--- src/verilog/dts_pkg.sv ---
// Purpose: constants for the debug trigger and status block
// Assumes: 8-bit register port, one clock
// Notes:   register offsets are local choices
package dts_pkg;
   // ---------------------------------------------------------------
   // register map
   // ---------------------------------------------------------------
   localparam logic [2:0] ADDR_TRIGGER_SETUP = 3'h0;
   localparam logic [2:0] ADDR_STATUS_FLAGS  = 3'h1;
   localparam logic [2:0] ADDR_CONTROL       = 3'h2;
   localparam logic [2:0] ADDR_FIFO_HIGH     = 3'h3;
   localparam logic [2:0] ADDR_FIFO_LOW      = 3'h4;
   // ---------------------------------------------------------------
   // field positions
   // ---------------------------------------------------------------
   localparam int BIT_TRG_TYPE   = 7;
   localparam int BIT_BEGIN      = 6;
   localparam int BIT_AF         = 7;
   localparam int BIT_BF         = 6;
   localparam int BIT_ARMED_FLAG       = 5;
   localparam int BIT_EN         = 7;
   localparam int BIT_ARM        = 6;
   localparam logic [7:0] SETUP_WMASK = 8'hCF;
   localparam logic [7:0] RST_BYTE    = 8'h00;
   localparam logic [3:0] CNT_ZERO    = 4'h0;
   localparam logic [3:0] CNT_ONE     = 4'h1;
   localparam int         FIFO_DEPTH  = 8;
   // ---------------------------------------------------------------
   // trigger modes
   // ---------------------------------------------------------------
   typedef enum logic [3:0] {
      DTS_A_ONLY    = 4'h0,
      DTS_A_OR_B    = 4'h1,
      DTS_A_THEN_B  = 4'h2,
      DTS_EV_B      = 4'h3,
      DTS_A_THEN_EV = 4'h4,
      DTS_A_AND_B   = 4'h5,
      DTS_A_NAND_B  = 4'h6,
      DTS_INSIDE    = 4'h7,
      DTS_OUTSIDE   = 4'h8
   } dts_mode_t;
   typedef enum logic [1:0] {
      DTS_IDLE = 2'h0,
      DTS_WAIT = 2'h1,
      DTS_FILL = 2'h2
   } dts_state_t;
endpackage : dts_pkg
--- src/verilog/dts_debug_trigger_status.sv ---
// Purpose: trigger selection, run control and status of bus capture
// Assumes: comparator hits, opcode execute and bus data come from
//          same-clock logic; fifo storage lives here, eight words
// Notes:   read data valid the cycle after the read strobe
//
// The address map and the strobed register port were chosen for this implementation.
`timescale 1ns/1ps
module dts_debug_trigger_status #(
   parameter int DEPTH = dts_pkg::FIFO_DEPTH
) (
   input  wire logic        clk,
   input  wire logic        rstn,
   input  wire logic [2:0]  reg_addr,
   input  wire logic [7:0]  reg_wdata,
   input  wire logic        reg_wr,
   input  wire logic        reg_rd,
   output logic      [7:0]  reg_rdata,
   input  wire logic        cmp_a_hit,
   input  wire logic        cmp_b_hit,
   input  wire logic        data_b_hit,
   input  wire logic        range_in,
   input  wire logic        opcode_exec,
   input  wire logic        bus_valid,
   input  wire logic [15:0] capture_word,
   output logic             armed,
   output logic             trigger_out
);
   // ---------------------------------------------------------------
   // reset release
   // ---------------------------------------------------------------
   logic rst_s1_reg, rst_s2_reg;
   always_ff @(posedge clk or negedge rstn) begin
      if (!rstn) begin
         rst_s1_reg <= 1'b0;
         rst_s2_reg <= 1'b0;
      end else begin
         rst_s1_reg <= 1'b1;
         rst_s2_reg <= rst_s1_reg;
      end
   end
   wire logic rst_n = rst_s2_reg;

   // ---------------------------------------------------------------
   // registers and decode
   // ---------------------------------------------------------------
   logic [7:0]  setup_reg, setup_next;
   logic        en_reg, arm_reg, arm_next;
   logic [5:0]  ctl_low_reg;
   logic        af_reg, bf_reg, a_seen_reg;
   logic [3:0]  cnt_reg;
   logic [2:0]  wptr_reg, rptr_reg;
   logic [15:0] mem [DEPTH];
   logic [7:0]  rdata_reg;
   logic        trig_reg;

   wire logic wr_setup = reg_wr && reg_addr == dts_pkg::ADDR_TRIGGER_SETUP;
   wire logic wr_ctl   = reg_wr && reg_addr == dts_pkg::ADDR_CONTROL;
   wire logic rd_low   = reg_rd && reg_addr == dts_pkg::ADDR_FIFO_LOW;
   wire logic tag_sel  = setup_reg[dts_pkg::BIT_TRG_TYPE];
   wire logic [3:0] mode = setup_reg[3:0];
   wire logic start = wr_ctl && reg_wdata[dts_pkg::BIT_EN]
                      && reg_wdata[dts_pkg::BIT_ARM];

   // qualified comparator hits
   wire logic hit_a = cmp_a_hit && bus_valid && (!tag_sel || opcode_exec);
   wire logic hit_b = cmp_b_hit && bus_valid && (!tag_sel || opcode_exec);
   wire logic event_mode = mode == dts_pkg::DTS_EV_B ||
                           mode == dts_pkg::DTS_A_THEN_EV;
   wire logic begin_trace = setup_reg[dts_pkg::BIT_BEGIN] || event_mode;

   // trigger selection
   logic trig;
   always_comb begin
      case (mode)
         dts_pkg::DTS_A_ONLY:    trig = hit_a;
         dts_pkg::DTS_A_OR_B:    trig = hit_a || hit_b;
         dts_pkg::DTS_A_THEN_B:  trig = a_seen_reg && hit_b;
         dts_pkg::DTS_EV_B:      trig = hit_b;
         dts_pkg::DTS_A_THEN_EV: trig = a_seen_reg && hit_b;
         dts_pkg::DTS_A_AND_B:   trig = hit_a && data_b_hit;
         dts_pkg::DTS_A_NAND_B:  trig = hit_a && !data_b_hit;
         dts_pkg::DTS_INSIDE:    trig = bus_valid && range_in;
         dts_pkg::DTS_OUTSIDE:   trig = bus_valid && !range_in;
         default:                trig = 1'b0;
      endcase
   end

   // storage and run end
   wire logic run    = arm_reg && en_reg;
   logic      fired_reg;
   wire logic full   = cnt_reg == 4'(DEPTH);
   wire logic store  = run && (event_mode ? trig
                       : (begin_trace ? (fired_reg || trig) && bus_valid
                                      : bus_valid));
   wire logic end_run = run && (begin_trace ? (full ||
                        (store && cnt_reg == 4'(DEPTH - 1)))
                        : trig);
   wire logic [15:0] store_word = event_mode ?
                        {dts_pkg::RST_BYTE, capture_word[7:0]} :
                        capture_word;

   always_comb begin
      setup_next = setup_reg;
      if (wr_setup && !arm_reg)
         setup_next = reg_wdata & dts_pkg::SETUP_WMASK;
      arm_next = arm_reg;
      if (wr_ctl)
         arm_next = reg_wdata[dts_pkg::BIT_ARM] && reg_wdata[dts_pkg::BIT_EN];
      else if (end_run)
         arm_next = 1'b0;
   end

   // ---------------------------------------------------------------
   // control and status
   // ---------------------------------------------------------------
   always_ff @(posedge clk or negedge rst_n) begin
      if (!rst_n) begin
         setup_reg   <= dts_pkg::RST_BYTE;
         en_reg      <= 1'b0;
         arm_reg     <= 1'b0;
         ctl_low_reg <= 6'h00;
      end else begin
         setup_reg <= setup_next;
         arm_reg   <= arm_next;
         if (wr_ctl) begin
            en_reg      <= reg_wdata[dts_pkg::BIT_EN];
            ctl_low_reg <= reg_wdata[5:0];
         end
      end
   end

   always_ff @(posedge clk or negedge rst_n) begin
      if (!rst_n) begin
         af_reg     <= 1'b0;
         bf_reg     <= 1'b0;
         a_seen_reg <= 1'b0;
         fired_reg  <= 1'b0;
      end else if (start) begin
         af_reg     <= 1'b0;
         bf_reg     <= 1'b0;
         a_seen_reg <= 1'b0;
         fired_reg  <= 1'b0;
      end else if (run) begin
         if (hit_a) af_reg <= 1'b1;
         if (hit_b) bf_reg <= 1'b1;
         if (hit_a) a_seen_reg <= 1'b1;
         if (trig)  fired_reg  <= 1'b1;
      end
   end

   // ---------------------------------------------------------------
   // capture fifo
   // ---------------------------------------------------------------
   always_ff @(posedge clk or negedge rst_n) begin
      if (!rst_n) begin
         cnt_reg  <= dts_pkg::CNT_ZERO;
         wptr_reg <= 3'h0;
         rptr_reg <= 3'h0;
      end else if (start) begin
         cnt_reg  <= dts_pkg::CNT_ZERO;
         wptr_reg <= 3'h0;
         rptr_reg <= 3'h0;
      end else if (store) begin
         wptr_reg <= wptr_reg + 3'h1;
         if (!full) cnt_reg <= cnt_reg + dts_pkg::CNT_ONE;
         rptr_reg <= full ? wptr_reg + 3'h1 : rptr_reg;
      end else if (rd_low && !run) begin
         rptr_reg <= rptr_reg + 3'h1;
      end
   end

   always_ff @(posedge clk) begin
      if (store)
         mem[wptr_reg] <= store_word;
   end

   // ---------------------------------------------------------------
   // read port
   // ---------------------------------------------------------------
   logic [7:0] rd_mux;
   always_comb begin
      case (reg_addr)
         dts_pkg::ADDR_TRIGGER_SETUP: rd_mux = setup_reg;
         dts_pkg::ADDR_STATUS_FLAGS:  rd_mux = {af_reg, bf_reg, run,
                                               1'b0, cnt_reg};
         dts_pkg::ADDR_CONTROL:       rd_mux = {en_reg, arm_reg,
                                               ctl_low_reg};
         dts_pkg::ADDR_FIFO_HIGH:     rd_mux = mem[rptr_reg][15:8];
         dts_pkg::ADDR_FIFO_LOW:      rd_mux = mem[rptr_reg][7:0];
         default:                     rd_mux = dts_pkg::RST_BYTE;
      endcase
   end

   always_ff @(posedge clk or negedge rst_n) begin
      if (!rst_n) begin
         rdata_reg <= dts_pkg::RST_BYTE;
         trig_reg  <= 1'b0;
      end else begin
         rdata_reg <= reg_rd ? rd_mux : dts_pkg::RST_BYTE;
         trig_reg  <= run && trig;
      end
   end

   assign reg_rdata   = rdata_reg;
   assign armed       = arm_reg;
   assign trigger_out = trig_reg;
endmodule : dts_debug_trigger_status

--- config.mk ---
export PLATFORM = sky130hd
export DESIGN_NAME = dts_debug_trigger_status
export DESIGN_NICKNAME = d
export VERILOG_FILES = /design/src/verilog/dts_pkg.sv /design/src/verilog/dts_debug_trigger_status.sv
export SDC_FILE = /design/constraint.sdc
export NUM_CORES = 1
export LEC_CHECK = 0
export ABC_CLOCK_PERIOD_IN_PS = 2700
export BUFFER_PORTS_ARGS = -buffer_cell sky130_fd_sc_hd__clkbuf_2
export CORE_AREA = 4 4 130 132
export DETAILED_ROUTE_END_ITERATION = 8
export DIE_AREA = 0 0 134 136
export MAX_ROUTING_LAYER = met4
export PLACE_DENSITY_LB_ADDON = 0.25
export SETUP_SLACK_MARGIN = 0.3
export SYNTH_ARGS = -nofsm -noshare
export SYNTH_HDL_FRONTEND = slang
export SYNTH_SLANG_ARGS = --single-unit
--- constraint.sdc ---
create_clock -name clk -period 2.7 [get_ports clk]
set_input_delay 0.27 -clock clk [delete_from_list [all_inputs] [get_ports clk]]
set_output_delay 0.27 -clock clk [all_outputs]
set_load 0.01 [all_outputs]
==> impl_metrics.toml <==
[logic_synthesis]
synth_top_family_by_area = "multiplexers"
synth-seq-area-share = 0.685
avgSynthCellArea_sq_um = 16.2
synthMuxAreaShare = 0.155
synth_compound_area_frac = 0.0543
synthCells = 431
synth-xor-area-share = 0.00125
yosys.area_share.adder = 0.00715
syn_nets = 472
ys_seq_elements = 166
synth-simple-area-share = 0.0786
async_reset_ff_frac = 0.229
synthFlopType = "edfxtp_1"
syn-cell-area_sq_um = 7000
synth_edf_count = 128
ys_types = 50
synth_warnings = 0

[setup_path]
required_ns = 2.84
end_kind = "flop"
cp.arrival_ns = 2.52
cp.buffers_inverters = 3
crit_chain = "inv_2, or4_1, o22a_1, nand3_4, nand2_8, nor4b_4, buf_4, clkbuf_16"
slowest_stage = "or4_1"
path_delay_family = "simple AND/OR/NAND/NOR gates"
critPathKind = "reg -> reg"
cp-start-kind = "flop"
cp_max_fo = 8
slowest_delay_ns = 0.51

[die]
die-height_um = 136
io_pins = 47
rows = 46
core_area_sq_um = 15700
initial_core_util = 0.446
die_x_um = 134
die-area_sq_um = 18200

[global_routing]
antenna_found_initial = 0
grt_usage = 0.182
grt_pass1_wl_um = 23800
grt_max_degree = 37
grt_overflow = 0
grt_pass1_vias = 4296

[clock_network]
cts_buffers = 17
clk_pin_slew_ns = 0.07
clock_tree.buffer_depth = 2
cts_tree = "done"
cts-root-buf = "clkbuf_16"
clk_latency_ns = 0.42
h-tree-depth = 4
cts.sinks = 166

[timing]
hold_viol = 0
worstMarginPinSlew_ns = 1.02
rsz0062_at_grt = "yes"
slew_headroom = 0.322
timing.fmax_ghz = 0.420
fin_skew_ns = 0.0136
setup_violations = 0
fin_crit_sh = 0.881
period_needed_ns = 2.38
setup_tns_ns = 0
drv_slew = 0

[power_and_ir_drop]
ir_worst_vdd_mv = 0.627
swShare = 0.312
clkPwrFrac = 0.293
p_seq_frac = 0.394
power_density_nw_per_um2 = 1020
power_switching_mw = 2.75
p_int_mw = 6.07
combinationalPowerShare = 0.313
p_leak_nw = 3.08

[routing]
wl_um = 15400
drc = 0
avgRoutedWirePerCell_um = 20.9
drtAntennaViolNets = 0
drt_iter0_drc = 293
via_per_inst = 5.61
dr.pass1.iters = 5
via_count = 4151

[placement]
dp_cells = 693
port-buffer-count = 46
dp_hpwl_um = 9970
gp_congestion = 0.808

[status]
status = "finished, final reports clean"

[layout]
largest_reg_flops = 128
num_antenna_cells = 0
regMostFlops = "mem"
nNetsFinal = 552
syn2layout_area_growth_pct = 24.0
layout-drive-gt1-share = 0.368
final-instance-count-excl-fill = 740

[flow_run]
maxCapViolations = 0

[worst_hold_path]
hp-class = "in -> reg"
[power by group through the flow]
stage	logic [mW]	registers, mW	clock network [mW]
5_1_grt	3.00	3.51	2.76
3_3_place_gp	2.46	3.51	0
6_report	2.76	3.48	2.59
2_1_floorplan	1.86	3.38	0
3_5_place_dp	2.50	3.53	0
4_1_cts	2.64	3.47	2.63
[logic make-up (layout without fill, tap and decap cells)]
| family | Yosys count | count (layout) |
|---|---|---|
| AOI/OAI and AO/OA | 61 | 61 |
| xor gates and xnor gates | 1 | 1 |
| DFF | 166 | 166 |
| buffers and inverters | 31 | 124 |
| adders and majority gates | 4 | 4 |
| and+or+nand+nor | 101 | 101 |
| other | 1 | 1 |
| muxes | 66 | 66 |
[cell usage after synthesis (all sizes together), types with 2 or more instances]
cell type | n | area [sq um]
edfxtp | 128 | 3840
nor3b | 5 | 42.5
inv | 8 | 30.0
nand2b | 2 | 12.5
o21ai | 7 | 35.0
and3 | 5 | 31.3
nand3 | 8 | 40.0
or4 | 3 | 22.5
clkbuf | 15 | 56.3
nor4b | 3 | 26.3
nand4 | 4 | 25.0
a21oi | 24 | 120
buf | 8 | 43.8
nor2b | 12 | 75.1
a31oi | 5 | 31.3
nor3 | 4 | 20.0
o31ai | 6 | 45.0
a2bb2oi | 2 | 17.5
nor2 | 27 | 101
o22ai | 6 | 37.5
mux2 | 19 | 214
dfrtp | 38 | 951
mux2i | 15 | 150
nand2 | 14 | 52.6
nor4 | 4 | 25.0
ha | 4 | 50.1
mux4 | 32 | 721
or2 | 4 | 25.0
[path summary, 6_finish.rpt]
path	slack, ns	start	cells past startpoint	end
max	0.32	setup_reg[2]	8	mem[5][10]
min	0.08	reg_wdata[4]	2	ctl_low_reg[4]
max reg2reg	0.32	setup_reg[2]	8	mem[5][10]
min reg2reg	0.36	rst_s1_reg	0	rst_n
max in group asynchronous	1.53	rst_n	1	reg_rdata[4]
min in group asynchronous	0.15	rstn	2	rst_s1_reg
[metrics by stage]
stage / power [mW] / worst slack, ns / util / instance area, sq um / hold slack, ns
after detailed placement: 6.02 / 0.150 / 0.498 / 7830 / 0.0571
after floorplan: 5.23 / 0.108 / - / 7160 / -0.0256
after global routing: 9.27 / 0.257 / 0.553 / 8690 / 0.0837
after global placement: 5.97 / 0.213 / 0.498 / 7830 / 0.0558
final: 8.82 / 0.322 / 0.553 / 8690 / 0.0848
after CTS: 8.74 / 0.306 / 0.545 / 8560 / 0.0758
[repair_timing]
action,in CTS,in global routing
gates cloned,0,1
endpoints found under the setup margin,98,88
pin swaps,6,6
hold buffers,1,0
hold endpoints to repair,2,0
gates resized for setup,8,10
buffers inserted,7,6
[cell usage in the layout (no fill, tap or decap), types with 3 or more instances in the layout]
cell	instances
a21oi_1	23
a31oi_1	5
and3_1	4
buf_12	10
buf_4	22
buf_6	4
bufinv_16	4
clkbuf_16	18
clkbuf_2	46
dfrtp_1	34
dfrtp_2	4
edfxtp_1	128
ha_1	4
inv_1	7
inv_6	4
mux2_2	19
mux2i_1	14
mux4_2	32
nand2_1	13
nand3_1	6
nand4_1	4
nor2_1	25
nor2b_1	12
nor4_1	3
o21ai_0	7
o22ai_1	6
o31ai_1	6
or2_2	4
or4_1	3
[final cells by class]
class / count / area (sq um)
Clock buffer: 17 / 425
Clock inverter: 15 / 216
Fill cell: 1239 / 7030
Inverter: 8 / 30.0
Multi-Input combinational cell: 234 / 2270
Sequential cell: 166 / 4800
Tap cell: 216 / 270
Timing Repair Buffer: 84 / 676
[routing by layer]
layer  up-vias  share of wire  GRT usage
li1       1869              -          -
met1      2135           0.43      0.225
met2       125           0.50      0.295
met3        22          0.052     0.0489
met4         0          0.021     0.0571
met5         -              0          -
Note: power is estimated with default switching activity, not from simulation.
